<file path="src/common/sccl_pkg.sv">
package sccl_pkg;

    // Setup chain length and its bit counter
    localparam int unsigned CFG_BITS = 72;
    localparam int unsigned CNT_W    = $clog2(CFG_BITS);
    localparam logic [CNT_W-1:0] CNT_ZERO = '0;
    localparam logic [CNT_W-1:0] CNT_ONE  = {{(CNT_W-1){1'b0}}, 1'b1};
    localparam logic [CNT_W-1:0] CNT_LAST = CNT_W'(CFG_BITS - 1);

    // Values taken by default programming and after reset
    localparam logic [CFG_BITS-1:0] CFG_DEFAULT = '0;

    // Number of pins that pass the two-flop synchroniser
    localparam int unsigned PIN_W = 5;

    // Loader progress
    typedef enum logic [1:0] {
        ST_MRESET,
        ST_LOAD,
        ST_DONE
    } sccl_state_t;

    // Pins that arrive from outside the clock domain
    typedef struct packed {
        logic serial_clk;
        logic serial_data;
        logic chain_enable_in_n;
        logic master_reset_n;
        logic serial_sel;
    } sccl_pins_t;

endpackage

</file>
<file path="src/rtl/sccl_sync.sv">
`timescale 1ns/1ps
module sccl_sync #(
    parameter int unsigned W = 1
) (
    // Clock and reset
    input  wire logic         clk_i,
    input  wire logic         resetn_i,
    // Asynchronous in, synchronous out
    input  wire logic [W-1:0] async_i,
    output logic      [W-1:0] sync_o
);

    logic [W-1:0] meta_ff;
    logic [W-1:0] sync_ff;

    // Two flops per bit; the first is read by the second only
    for (genvar i = 0; i < W; i++) begin : g_bit
        always_ff @(posedge clk_i or negedge resetn_i) begin
            if (!resetn_i) begin
                meta_ff[i] <= 1'b0;
                sync_ff[i] <= 1'b0;
            end else begin
                meta_ff[i] <= async_i[i];
                sync_ff[i] <= meta_ff[i];
            end
        end
    end

    assign sync_o = sync_ff;

endmodule

</file>
<file path="src/rtl/sccl_loader.sv">
`timescale 1ns/1ps
// Notes on behaviour
// RULE1: With serial mode strapped at master reset, a data bit is taken on each serial clock rise while the chain enable in is low.
// RULE2: Setup values live in a shift register that moves one place per taken bit.
// RULE3: Chain enable out goes low once serial or default programming is done and chain enable in is low.
// RULE4: After programming, chain enable out follows chain enable in both ways.
// RULE5: A low chain enable out means setup is done and queue traffic may start.
// RULE6: Once loaded with chain enable out low, serial data in is passed on to serial data out.
// RULE7: In a cascade each enable in comes from the previous enable out and each data in from the previous data out.
// RULE8: The controller treats the last device's enable out going low as the end of the whole chain load.
// RULE9: All serial clocks of a chain come from one source.
// RULE10: The last device's serial data out is left open.
// RULE11: The write queue address enable is not raised before programming ends and enable out is low.
// RULE12: With enable in high or without serial mode, serial clock edges leave the setup registers alone.
module sccl_loader (
    // Clock and reset
    input  wire logic                          clk_i,
    input  wire logic                          resetn_i,
    // Serial chain pins
    input  wire logic                          serial_clk_i,
    input  wire logic                          serial_data_i,
    input  wire logic                          chain_enable_in_n_i,
    output logic                               chain_enable_out_n_o,
    output logic                               serial_data_o,
    // Master reset and mode strap
    input  wire logic                          master_reset_n_i,
    input  wire logic                          serial_sel_i,
    // Setup values and status to the queue core
    output logic [sccl_pkg::CFG_BITS-1:0]      cfg_data_o,
    output logic                               cfg_done_o,
    output logic                               queue_op_ready_o
);

    sccl_pkg::sccl_pins_t              pins_raw;
    sccl_pkg::sccl_pins_t              pins_s;
    logic [sccl_pkg::PIN_W-1:0]        pins_sync;

    sccl_pkg::sccl_state_t             state_ff;
    sccl_pkg::sccl_state_t             nxt_state;
    logic                              serial_mode_ff;
    logic                              sclk_prev_ff;
    logic [sccl_pkg::CNT_W-1:0]        cnt_ff;
    logic [sccl_pkg::CNT_W-1:0]        nxt_cnt;
    logic [sccl_pkg::CFG_BITS-1:0]     cfg_ff;
    logic [sccl_pkg::CFG_BITS-1:0]     nxt_cfg;
    logic                              enout_n_ff;
    logic                              so_ff;
    logic                              done_ff;
    logic                              ready_ff;

    // Gather pins into one carrier and synchronise them together
    assign pins_raw.serial_clk        = serial_clk_i;
    assign pins_raw.serial_data       = serial_data_i;
    assign pins_raw.chain_enable_in_n = chain_enable_in_n_i;
    assign pins_raw.master_reset_n    = master_reset_n_i;
    assign pins_raw.serial_sel        = serial_sel_i;

    sccl_sync #(
        .W (sccl_pkg::PIN_W)
    ) u_sync (
        .clk_i    (clk_i),
        .resetn_i (resetn_i),
        .async_i  (pins_raw),
        .sync_o   (pins_sync)
    );

    assign pins_s = sccl_pkg::sccl_pins_t'(pins_sync);

    // Decoding of edges and shift condition
    wire sclk_rise  = pins_s.serial_clk & ~sclk_prev_ff;
    wire in_mreset  = ~pins_s.master_reset_n;
    wire loading    = (state_ff == sccl_pkg::ST_LOAD);
    wire done_now   = (state_ff == sccl_pkg::ST_DONE);
    wire shift_en   = loading & sclk_rise & ~pins_s.chain_enable_in_n; // RULE1 RULE12
    wire last_bit   = shift_en & (cnt_ff == sccl_pkg::CNT_LAST);

    // Data and clock share one synchroniser, so the sampled bit lines up with the edge
    assign nxt_cfg = in_mreset ? sccl_pkg::CFG_DEFAULT
                   : shift_en  ? {cfg_ff[sccl_pkg::CFG_BITS-2:0], pins_s.serial_data} // RULE2
                   : cfg_ff; // RULE12

    assign nxt_cnt = (in_mreset | ~loading) ? sccl_pkg::CNT_ZERO
                   : shift_en ? (cnt_ff + sccl_pkg::CNT_ONE)
                   : cnt_ff;

    // Next state: master reset dominates; default mode skips loading
    always_comb begin
        nxt_state = state_ff;
        unique case (state_ff)
            sccl_pkg::ST_MRESET: begin
                if (!in_mreset) begin
                    nxt_state = serial_mode_ff ? sccl_pkg::ST_LOAD : sccl_pkg::ST_DONE;
                end
            end
            sccl_pkg::ST_LOAD: begin
                if (last_bit) begin
                    nxt_state = sccl_pkg::ST_DONE;
                end
            end
            sccl_pkg::ST_DONE: begin
                nxt_state = state_ff;
            end
            default: begin
                nxt_state = sccl_pkg::ST_MRESET;
            end
        endcase
        if (in_mreset) begin
            nxt_state = sccl_pkg::ST_MRESET;
        end
    end

    // State, counter and setup shift register
    always_ff @(posedge clk_i or negedge resetn_i) begin
        if (!resetn_i) begin
            state_ff     <= sccl_pkg::ST_MRESET;
            cnt_ff       <= sccl_pkg::CNT_ZERO;
            cfg_ff       <= sccl_pkg::CFG_DEFAULT;
            sclk_prev_ff <= 1'b0;
        end else begin
            state_ff     <= nxt_state;
            cnt_ff       <= nxt_cnt;
            cfg_ff       <= nxt_cfg;
            sclk_prev_ff <= pins_s.serial_clk;
        end
    end

    // Mode strap caught while master reset is held, not at async reset
    always_ff @(posedge clk_i or negedge resetn_i) begin
        if (!resetn_i) begin
            serial_mode_ff <= 1'b0;
        end else if (in_mreset) begin
            serial_mode_ff <= pins_s.serial_sel;
        end
    end

    // Chain enable out stays high until done, then follows enable in
    always_ff @(posedge clk_i or negedge resetn_i) begin
        if (!resetn_i) begin
            enout_n_ff <= 1'b1;
            done_ff    <= 1'b0;
            ready_ff   <= 1'b0;
        end else begin
            enout_n_ff <= ~done_now | pins_s.chain_enable_in_n; // RULE3 RULE4
            done_ff    <= done_now;
            ready_ff   <= done_now & ~pins_s.chain_enable_in_n; // RULE5
        end
    end

    // Pass-through to the next device; held low otherwise so an open pin is quiet
    always_ff @(posedge clk_i or negedge resetn_i) begin
        if (!resetn_i) begin
            so_ff <= 1'b0;
        end else begin
            so_ff <= (done_now & ~enout_n_ff) ? pins_s.serial_data : 1'b0; // RULE6
        end
    end

    assign chain_enable_out_n_o = enout_n_ff;
    assign serial_data_o        = so_ff;
    assign cfg_data_o           = cfg_ff;
    assign cfg_done_o           = done_ff;
    assign queue_op_ready_o     = ready_ff;
endmodule

</file>
<file path="config.mk">
export PLATFORM = sky130hd
export DESIGN_NAME = sccl_loader
export DESIGN_NICKNAME = d
export VERILOG_FILES = /design/src/common/sccl_pkg.sv /design/src/rtl/sccl_sync.sv /design/src/rtl/sccl_loader.sv
export SDC_FILE = /design/constraint.sdc
export NUM_CORES = 1
export LEC_CHECK = 0
export BUFFER_PORTS_ARGS = -buffer_cell sky130_fd_sc_hd__buf_2
export CORE_ASPECT_RATIO = 1.75
export CORE_MARGIN = 1.5
export CORE_UTILIZATION = 59
export DETAILED_ROUTE_END_ITERATION = 10
export PLACE_DENSITY = 0.95
export SLEW_MARGIN = 20
export SYNTH_ARGS = -nofsm -noshare
export SYNTH_HDL_FRONTEND = slang
export SYNTH_SLANG_ARGS = --single-unit
</file>
<file path="constraint.sdc">
create_clock -name clk_i -period 2.52 [get_ports clk_i]
set_input_delay 0.252 -clock clk_i [delete_from_list [all_inputs] [get_ports clk_i]]
set_output_delay 0.252 -clock clk_i [all_outputs]
set_load 0.02 [all_outputs]
</file>
==> flow_summary.json <==
{
  "synth_edf_count": 0,
  "cts_setup_buffers": 0,
  "layout_common_cells": "dfrtp_1, buf_2, nand3_1, o21ai_0, a21boi_0",
  "htreeDepth": 3,
  "ant_nets": 0,
  "design_area_um2": 4900,
  "grtUsageMet1_pct": 36.5,
  "synthArstFlopShare_pct": 100,
  "synth_warnings": 0,
  "slew_headroom_pct": 62.6,
  "endpoint_kind": "register",
  "fp.coreArea_um2": 6860,
  "post-route-min-period_ps": 1880,
  "area_growth_pct": 17.3,
  "power_density_nw_per_um2": 614,
  "antenna_cells": 0,
  "rows": 40,
  "path_max_fanout": 51,
  "synth_cell_types": 32,
  "status": "finished, final reports clean",
  "final_hold_viol_count": 0,
  "ys_ff_latch": 97,
  "synthMuxAreaShare_pct": 0.749,
  "place_congestion": 0.810,
  "power.total_mw": 3.01,
  "die_w_um": 66.6,
  "crit_path_cell_trace": "nand2b_2 -> buf_12 -> o21ai_0 -> a21boi_0",
  "drt_iter0_drc": 262,
  "die_y_um": 114,
  "grt_pass1_wl_um": 16400,
  "grt_busiest_layer": "met2",
  "clk_path_buf_depth": 2,
  "worst-setup-path-type": "register to register",
  "cp-start-kind": "register",
  "avgRoutedWirePerCell_um": 17.8,
  "utilization_pct": 71.5,
  "antenna_found_initial": 0,
  "hold_slack_ps": 10.8,
  "grt_use_met2_pct": 45.1,
  "fin_skew_ps": 7.05,
  "worstPathArrival_ps": 2070,
  "met3_usage_pct": 7.47,
  "ys_seq_area_share_pct": 58.1,
  "crit_required_ps": 2710,
  "synth-simple-area-share_pct": 13.3,
  "min_from": "master_reset_n_i",
  "place_inst": 537,
  "post-dp-hpwl_um": 6010,
  "dpl_cell_area_um2": 4640,
  "drt_wl_total_um": 9840,
  "tns_ps": 0,
  "synth-compound-area-share_pct": 23.2,
  "synth-adder-area-share_pct": 0.299,
  "cp_slowest_cell": "nand2b_2",
  "grt_pass1_vias": 3373,
  "worstHoldPathType": "primary input to register",
  "final_common_cell": "dfrtp_1",
  "rsz0062_at_grt": "false",
  "netlist_area_um2": 4180,
  "synthesis.nets": 411,
  "synth_top_family_by_area": "compound AO/OA/AOI/OAI gates",
  "timing.rr.start": "state_ff[1]$_DFFE_PN0P_",
  "leakage_nw": 2.23,
  "dieArea_um2": 7610,
  "cts-root-buf": "clkbuf_16",
  "setup_violations": 0,
  "nets": 473,
  "clk_pin_slew_ps": 60,
  "synth_xor_area_share_pct": 0.210,
  "finalWorstSetupSlack_ps": 640,
  "irDropWorstVdd_mv": 0.626,
  "syn_avg_cell_area_um2": 10.4,
  "drive_gt1_share_pct": 23.8,
  "grt_max_degree": 58,
  "period_share_pct": 74.6,
  "crit_start": "state_ff[1]$_DFFE_PN0P_",
  "initial_core_util_pct": 60.9,
  "drc_errors": 0,
  "viasPerCell": 6.20,
  "cpPeakStageDelay_ps": 480,
  "stdcell_count": 554,
  "pre_cts_ws_ps": 743,
  "fmax_mhz": 532,
  "synth_cells": 403,
  "num_vias": 3435,
  "cts_tree": "yes",
  "grt_usage_pct": 28.3,
  "maxCapViolCount": 0,
  "final_max_slew_viol_count": 0,
  "ios": 83,
  "cts_sinks": 97,
  "worst_pin_slew_ps": 561,
  "synth-main-ff-cell": "dfrtp_1",
  "portBuffers": 82,
  "drt-pass1-iter-count": 4,
  "cts_buffers": 9,
  "clock_latency_ps": 350,
  "grt_overflow": 0
}
critical path: cells and delay by family, from the launching register on:
family | cells | cell delay (ps)
DFF | 1 | 450
buffers and inverters | 1 | 310
AOI/OAI and AO/OA | 2 | 470
and+or+nand+nor | 1 | 480
registers in the layout (all words and copies together) (netlist names):
signal	cells
chain_enable_out_n_o	1
cfg_done_o	1
serial_data_o	1
sclk_prev_ff	1
cfg_data_o	72
u_sync.sync_o	5
serial_mode_ff	1
state_ff	2
u_sync.meta_ff	5
queue_op_ready_o	1
cnt_ff	7
cell usage after synthesis (all sizes together) (3+ instances only):
cell type | number | share of area, %
dfrtp | 96 | 58
nand2 | 5 | 0.45
or4 | 3 | 0.54
nand3 | 75 | 9.0
clkbuf | 30 | 2.7
buf | 11 | 1.3
o31ai | 3 | 0.54
a21boi | 72 | 13
nor2b | 4 | 0.60
o21ai | 74 | 8.9
a21oi | 5 | 0.60
cells by family (layout without fill, tap and decap cells):
| kind of cell | after synthesis | count (layout) |
|---|---|---|
| AO/OA/AOI/OAI | 155 | 155 |
| flip-flops | 97 | 97 |
| multiplexers | 3 | 3 |
| XOR/XNOR | 1 | 1 |
| AND/OR/NAND/NOR | 103 | 103 |
| buffers and inverters | 43 | 110 |
| adder cells (fa/ha/maj) | 1 | 1 |
cell type report:
| cell class | count | area, um2 |
|---|---|---|
| Fill cell | 469 | 1950 |
| Tap cell | 84 | 105 |
| Clock buffer | 14 | 244 |
| Multi-Input combinational cell | 263 | 1590 |
| Sequential cell | 97 | 2430 |
| Clock inverter | 2 | 10.0 |
| Timing Repair Buffer | 92 | 515 |
| Inverter | 2 | 7.51 |
final timing paths:
| check | depth (start not counted) | slack, ps | to |
|---|---|---|---|
| min in group asynchronous | 2 | 420 | cfg_data_o[36]$_DFFE_PN0P_ |
| setup reg to reg | 4 | 640 | cfg_data_o[47]$_DFFE_PN0P_ |
| setup / recovery | 4 | 640 | cfg_data_o[47]$_DFFE_PN0P_ |
| hold / removal | 1 | 10 | u_sync.meta_ff[1]$_DFF_PN0_ |
| hold reg to reg | 0 | 350 | u_sync.sync_o[3]$_DFF_PN0_ |
| max in group asynchronous | 3 | 1400 | cfg_data_o[9]$_DFFE_PN0P_ |
report_power, final:
group          internal (mW)  switching [mW]
sequential              1.58          0.0185
clock                  0.667           0.539
combinational         0.0550           0.153
total                   2.30           0.710
metal layers:
layer / part of all wire [%] / wire length (um)
met1: 39 / 3840
met2: 53 / 5230
met3: 5.1 / 503
met4: 2.7 / 269
met5: 0 / 0
what timing repair did:
action / 4_1_cts / 5_1_grt
hold endpoints to repair: 39 / 0
resized for setup: 0 / 0
hold buffers: 1 / 0
Power figures use the tool's default switching activity.
